`config.mk`:
```
export PLATFORM = sky130hd
export DESIGN_NAME = dual_pin_reset_controller
export DESIGN_NICKNAME = d
export VERILOG_FILES = /design/src/verilog/reset_ctrl_pkg.sv /design/src/verilog/dual_pin_reset_controller.sv
export VERILOG_INCLUDE_DIRS = /design/src /design/src/verilog
export SDC_FILE = /design/constraint.sdc
export NUM_CORES = 1
export LEC_CHECK = 0
export ABC_CLOCK_PERIOD_IN_PS = 4460
export BUFFER_PORTS_ARGS = -buffer_cell sky130_fd_sc_hd__buf_2
export CORE_MARGIN = 2
export CORE_UTILIZATION = 29
export DETAILED_ROUTE_END_ITERATION = 6
export RECOVER_POWER = 100
export SETUP_SLACK_MARGIN = 0.2
export SYNTH_ARGS = -nofsm -noshare
export SYNTH_HDL_FRONTEND = slang
export SYNTH_SLANG_ARGS = --single-unit
```
`constraint.sdc`:
```
create_clock -name clk -period 4.46 [get_ports clk]
set_input_delay 0.446 -clock clk [delete_from_list [all_inputs] [get_ports clk]]
set_output_delay 0.446 -clock clk [all_outputs]
set_load 0.05 [all_outputs]
```
`src/verilog/reset_ctrl_defs.svh`:
```
// Timing constants and reset group value for the dual pin reset controller.
// Assumes inclusion by bare name from the design file.
`ifndef RESET_CTRL_DEFS_SVH
`define RESET_CTRL_DEFS_SVH
`define SOFT_DRIVE_CYCLES 6
`define SOFT_SENSE_CYCLES 3
`define RESET_GROUP_ASSERTED 4'hF
`endif

```
`src/verilog/reset_ctrl_pkg.sv`:
```
// Types for the dual pin reset controller.
// Assumes nothing of its surroundings.
package reset_ctrl_pkg;
	typedef enum logic [1:0] {
		st_idle,
		st_drive,
		st_sense
	} soft_state_t;

	typedef struct packed {
		logic core;
		logic digital;
		logic periph;
		logic por_only;
	} reset_group_t;
endpackage : reset_ctrl_pkg
```
`src/verilog/dual_pin_reset_controller.sv`:
```
// Reset controller for a soft reset pin (two-way) and a hard power reset pin.
// Assumes pin levels arrive asynchronously; outputs are active-high resets per domain.
// Debug, clock and power-on-only state sit outside; only the hard pin clears por_only.
// Parameters set the burst and sense lengths; the sense window needs three or more.
// Operation
// RULE1: Core stays in soft reset while the soft pin is sensed low.
// RULE2: On soft pin release, reset core, digital registers and core-supply peripherals.
// RULE3: Soft reset spares power-on-only registers, clock, debug engine and debugger.
// RULE4: Once soft pin is sensed low, device drives it low itself.
// RULE5: Drive low six cycles, release, sense again, repeat until pin reads high.
// RULE6: While hard pin is sensed low, the whole device is held in reset.
// RULE7: On hard pin release, full power-on reset except the clock, then execute.
// RULE8: Both pin inputs pass a two-flop synchroniser before use.
`timescale 1ns/10ps
`include "reset_ctrl_defs.svh"
module dual_pin_reset_controller #(
	// Length of one drive burst on the soft pin, in system clocks
	parameter int DRIVE_CYCLES = `SOFT_DRIVE_CYCLES,
	// Release window before the pin is judged; three or more covers the synchroniser
	parameter int SENSE_CYCLES = `SOFT_SENSE_CYCLES
) (
	// Clock and reset
	input wire logic clk,
	input wire logic reset_n,
	// Soft reset pin
	input wire logic soft_reset_pin_n_in,
	output logic soft_reset_pin_n_out,
	output logic soft_reset_pin_n_oe,
	// Hard power reset pin
	input wire logic hard_power_reset_pin_n,
	// Reset outputs
	output reset_ctrl_pkg::reset_group_t reset_out,
	output logic run
);
	// Pin indices into the synchroniser bank
	localparam int PIN_SOFT = 0;
	localparam int PIN_HARD = 1;
	// One counter serves both the drive burst and the sense window
	// Counter width fits the longer of the two windows
	localparam int COUNT_MAX = (DRIVE_CYCLES > SENSE_CYCLES) ? DRIVE_CYCLES : SENSE_CYCLES;
	localparam int COUNT_W = $clog2(COUNT_MAX + 1);
	localparam logic [COUNT_W-1:0] DRIVE_LAST = COUNT_W'(DRIVE_CYCLES - 1);
	localparam logic [COUNT_W-1:0] SENSE_LAST = COUNT_W'(SENSE_CYCLES - 1);

	// Raw pin levels and their synchronised copies
	logic [1:0] pin_raw;
	logic [1:0] pin_level;
	// Sequencer state
	reset_ctrl_pkg::soft_state_t state;
	reset_ctrl_pkg::soft_state_t next_state;
	logic [COUNT_W-1:0] count;
	logic [COUNT_W-1:0] next_count;
	logic next_oe;
	// Reset group outputs
	reset_ctrl_pkg::reset_group_t next_reset_out;
	logic next_run;
	logic next_pin_out;
	// Decoded pin levels and counter ends
	logic soft_low;
	logic hard_low;
	logic drive_done;
	logic sense_done;
	logic seq_busy;

	assign pin_raw = {hard_power_reset_pin_n, soft_reset_pin_n_in};

	// Pins reset to the asserted level: core, digital and peripheral resets stay on until both are seen high
	for (genvar i = 0; i < 2; i++)
	begin : g_sync
		logic first;
		logic second;
		logic next_first;
		logic next_second;

		// First flop may go metastable; only the second is read
		always_comb
		begin
			next_first = pin_raw[i]; // see RULE8
			next_second = first; // see RULE8
		end

		always_ff @(posedge clk or negedge reset_n)
		begin
			if (!reset_n)
			begin
				first <= 1'b0;
				second <= 1'b0;
			end
			else
			begin
				first <= next_first;
				second <= next_second;
			end
		end

		assign pin_level[i] = second;
	end

	assign soft_low = ~pin_level[PIN_SOFT];
	assign hard_low = ~pin_level[PIN_HARD];

	// Counter end points and sequencer activity
	assign drive_done = (count == DRIVE_LAST);
	assign sense_done = (count == SENSE_LAST);
	assign seq_busy = (next_state != reset_ctrl_pkg::st_idle);

	// Soft pin sequencer: drive low, release, sense, repeat while held
	always_comb
	begin
		next_state = state;
		next_count = count;
		next_oe = 1'b0;
		if (hard_low)
		begin
			// Hard pin overrides the soft sequence
			next_state = reset_ctrl_pkg::st_idle; // see RULE6
			next_count = '0;
		end
		else
		begin
			case (state)
				reset_ctrl_pkg::st_idle:
				begin
					if (soft_low)
					begin
						next_state = reset_ctrl_pkg::st_drive; // see RULE4
						next_count = '0;
						next_oe = 1'b1;
					end
				end
				reset_ctrl_pkg::st_drive:
				begin
					if (drive_done)
					begin
						// Release and let the synchroniser see the true pin level
						next_state = reset_ctrl_pkg::st_sense; // see RULE5
						next_count = '0;
					end
					else
					begin
						next_count = count + 1'b1;
						next_oe = 1'b1; // see RULE5
					end
				end
				reset_ctrl_pkg::st_sense:
				begin
					// Two synchroniser cycles plus settling before judging the pin
					if (sense_done)
					begin
						next_count = '0;
						if (soft_low)
						begin
							next_state = reset_ctrl_pkg::st_drive; // see RULE5
							next_oe = 1'b1;
						end
						else
						begin
							next_state = reset_ctrl_pkg::st_idle;
						end
					end
					else
					begin
						next_count = count + 1'b1;
					end
				end
				default:
				begin
					next_state = reset_ctrl_pkg::st_idle;
					next_count = '0;
				end
			endcase
		end
	end

	// Reset group decode; every output leaves through a register
	always_comb
	begin
		// Power-on-only group follows the hard pin alone
		next_reset_out.por_only = hard_low; // see RULE3, RULE6
		// Core, digital and peripheral resets move together
		next_reset_out.core = hard_low | soft_low; // see RULE1
		if (seq_busy)
			next_reset_out.core = 1'b1; // see RULE2
		next_reset_out.digital = next_reset_out.core; // see RULE2
		next_reset_out.periph = next_reset_out.core; // see RULE2
		next_run = ~next_reset_out.core & ~next_reset_out.por_only; // see RULE7
		// Pin value is always low; only the enable varies
		next_pin_out = 1'b0; // see RULE4
	end

	// Sequencer registers
	always_ff @(posedge clk or negedge reset_n)
	begin
		if (!reset_n)
		begin
			state <= reset_ctrl_pkg::st_idle;
			count <= '0;
			soft_reset_pin_n_oe <= 1'b0;
		end
		else
		begin
			state <= next_state;
			count <= next_count;
			soft_reset_pin_n_oe <= next_oe; // see RULE4
		end
	end

	// Reset group and pin value registers
	always_ff @(posedge clk or negedge reset_n)
	begin
		if (!reset_n)
		begin
			reset_out <= `RESET_GROUP_ASSERTED;
			run <= 1'b0;
			soft_reset_pin_n_out <= 1'b0;
		end
		else
		begin
			reset_out <= next_reset_out; // see RULE7
			run <= next_run;
			soft_reset_pin_n_out <= next_pin_out;
		end
	end
endmodule : dual_pin_reset_controller

```
==> out/metrics.yaml <==
floorplanning:
  start_util_pct: 30.1
  core-area_mm2: 0.00219
  io_pins: 11
  die_area_mm2: 0.00267
  num_rows: 17
  die_h_um: 51.7
  die_width_um: 51.7
synth:
  synth_area_leader_cell: "dfrtp_1"
  ys_warn_count: 0
  syn_avg_cell_area_um2: 10.8
  ys_top_cells_by_area: "dfrtp_1, dfstp_2, ha_1, buf_4, inv_1"
  syn-num-nets: 69
  syn_inst: 61
  yosysUniqueCellTypes: 28
  synthArstFlopShare_pct: 100
  netlist.area_leader.share_pct: 41.7
  synth-edff-count: 0
  synthTopCellsByCount: "dfrtp_1, inv_1, nor2_1"
  synthesis.area_um2: 659
  yosysSeqAreaShare_pct: 49.7
  synth_most_common_cell: "dfrtp_1"
  yosys_most_used_dff: "dfrtp_1"
  synth_seq_cells: 13
placed_design:
  place_area_um2: 712
  hpwl_um: 862
  place_congestion: 0.889
  port_buffers: 9
  dp.cells: 94
  post-place-ws_ns: 2.55
clock_network:
  cts-root-buf: "clkbuf_4"
  post_cts_buffers: 0
  cts_buffers: 3
  path_clk_slew_ns: 0.08
  cts_max_level: 1
  cts_tree: "yes"
  clockBufferDepth: 2
  cts.hold.buffers_added: 0
  cts.sinks: 13
  post_cts_resized: 0
  insertion_delay_ns: 0.28
global_route:
  grt_pass1_vias: 464
  track_usage_pct: 11.0
  grt_pass1_wl_mm: 2.08
  grt_max_degree: 14
  antenna_found_initial: 0
  grt.overflow.total: 0
final_layout:
  num_antenna_cells: 0
  final.fill_count: 221
  final_area_um2: 727
  layout.nets: 79
  area_growth_pct: 10.2
  drive_gt1_share_pct: 18.6
  instances_no_fill: 98
worst_setup_path:
  crit_top_cell: "nor4b_1"
  critPathLaunchType: "flop"
  worstPathMaxFanout: 4
  critPathKind: "flop to flop"
  critPathSlowestCell: "or4b_1"
  cp.required_ns: 4.69
  end_kind: "flop"
  path_cells: "inv_1, ha_1, nor4b_1, or4b_1, nor4b_1, a21o_2"
  arrival_ns: 2.20
  max_stage_delay_ns: 0.60
drt:
  drc: 0
  wl_per_cell_um: 12.1
  antenna_left: 0
  vias_per_cell: 5.07
  drt_wl_total_mm: 1.19
  drt-initial-drc-count: 28
  vias: 497
  first_pass_iters: 5
sta:
  finalHoldViolCount: 0
  setup_viol: 0
  fin_tns_setup_ns: 0
  clock.fmax_mhz: 507
  min_period_ns: 1.97
  setup_slack_ns: 2.49
  clock_skew_ns: 0.000969
  finalCritPeriodShare_pct: 44.2
  whs_ns: 0.172
  tightest_slew_ns: 0.687
  drv_slew: 0
  slew_headroom_pct: 54.2
  rsz0062_at_grt: "false"
outcome:
  status: "completed"
power:
  p_leak_nw: 0.317
  power.switching_mw: 0.0715
  seq_power_share_pct: 53.7
  power_density_mw_per_mm2: 327
  vdd_drop_max_uv: 144
  comb_power_share_pct: 15.4
  swShare_pct: 30.0
  p_int_mw: 0.166
  power_frac_clock_pct: 30.9
min_path:
  hp-class: "input port to asynchronous set/reset pin"
run:
  maxCapViolCount: 0
==> through the flow <==
stage | power, mW | utilization (%)
3_5_place_dp | 0.168 | 32.5
2_1_floorplan | 0.160 | -
3_3_place_gp | 0.169 | 32.5
5_1_grt | 0.252 | 33.2
6_report | 0.238 | 33.2
4_1_cts | 0.244 | 33.8
==> layout by cell type, fill, tap and decap left out, types with 3 or more instances in the layout <==
cell type / instances
dfrtp_1: 11
nor2_1: 5
nand2_1: 3
inv_1: 6
clkbuf_4: 3
clkbuf_1: 7
ha_1: 4
==> final timing paths <==
path,start,endpoint,slack (ns),cells past startpoint
worst max-delay path,state[1],count[1],2.49,6
worst min-delay path,reset_n,count[1],0.17,1
worst max register to register,state[1],count[1],2.49,6
worst min register to register,g_sync[1].first,g_sync[1].second,0.35,0
max in group asynchronous,reset_n,state[0],3.85,1
min in group clk,soft_reset_pin_n_in,g_sync[0].first,0.27,1
==> kinds of logic (layout without fill, tap and decap cells) <==
group | count (synthesis) | count (layout) | share of synthesized area, %
flops | 13 | 13 | 49.7
simple gates | 22 | 22 | 21.3
mux | 1 | 1 | 1.71
compound gates | 10 | 10 | 11.6
buf+inv | 10 | 19 | 7.59
fa+ha+maj | 4 | 4 | 7.59
other cells | 1 | 1 | 0.569
==> critical path, delay by kind of cell (launching register included) <==
kind	cells	cell delay [ns]
adder cells (fa/ha/maj)	1	0.23
buffers and inverters	1	0.13
AO/OA/AOI/OAI	1	0.13
AND/OR/NAND/NOR	3	1.02
flip-flops	1	0.41
==> flip-flops by register name, indices dropped and copies added, names as in the netlist <==
register and count:
g_sync.second 2, g_sync.first 2, state 2, soft_reset_pin_n_oe 1, reset_out 2, run 1, count 3
==> power groups by stage <==
stage | combinational, mW | clock, mW | sequential, mW
CTS | 0.0388 | 0.0777 | 0.128
global route | 0.0410 | 0.0819 | 0.129
global placement | 0.0386 | 0 | 0.130
finish | 0.0367 | 0.0735 | 0.128
detailed placement | 0.0383 | 0 | 0.130
floorplan | 0.0223 | 0 | 0.138
==> metal layers <==
layer  wire (µm)  GRT usage (%)  vias to the layer above
met4           6           5.70                        0
met1         485           12.7                      236
met2         595           16.9                       25
met5           0              0                        -
li1            -              -                      234
met3         102           5.46                        2
==> final cells by class <==
class	instances	area [µm²]	area share [%]
inverters	6	22.5	3.10
flip-flops and latches	13	328	45.1
multi-input cells	38	278	38.2
repair buffers	9	36.3	4.99
clock buffers	3	22.5	3.10
well taps	28	35.0	4.82
clock inverters	1	5.00	0.688
No activity file was read; power rests on OpenSTA's default activity.
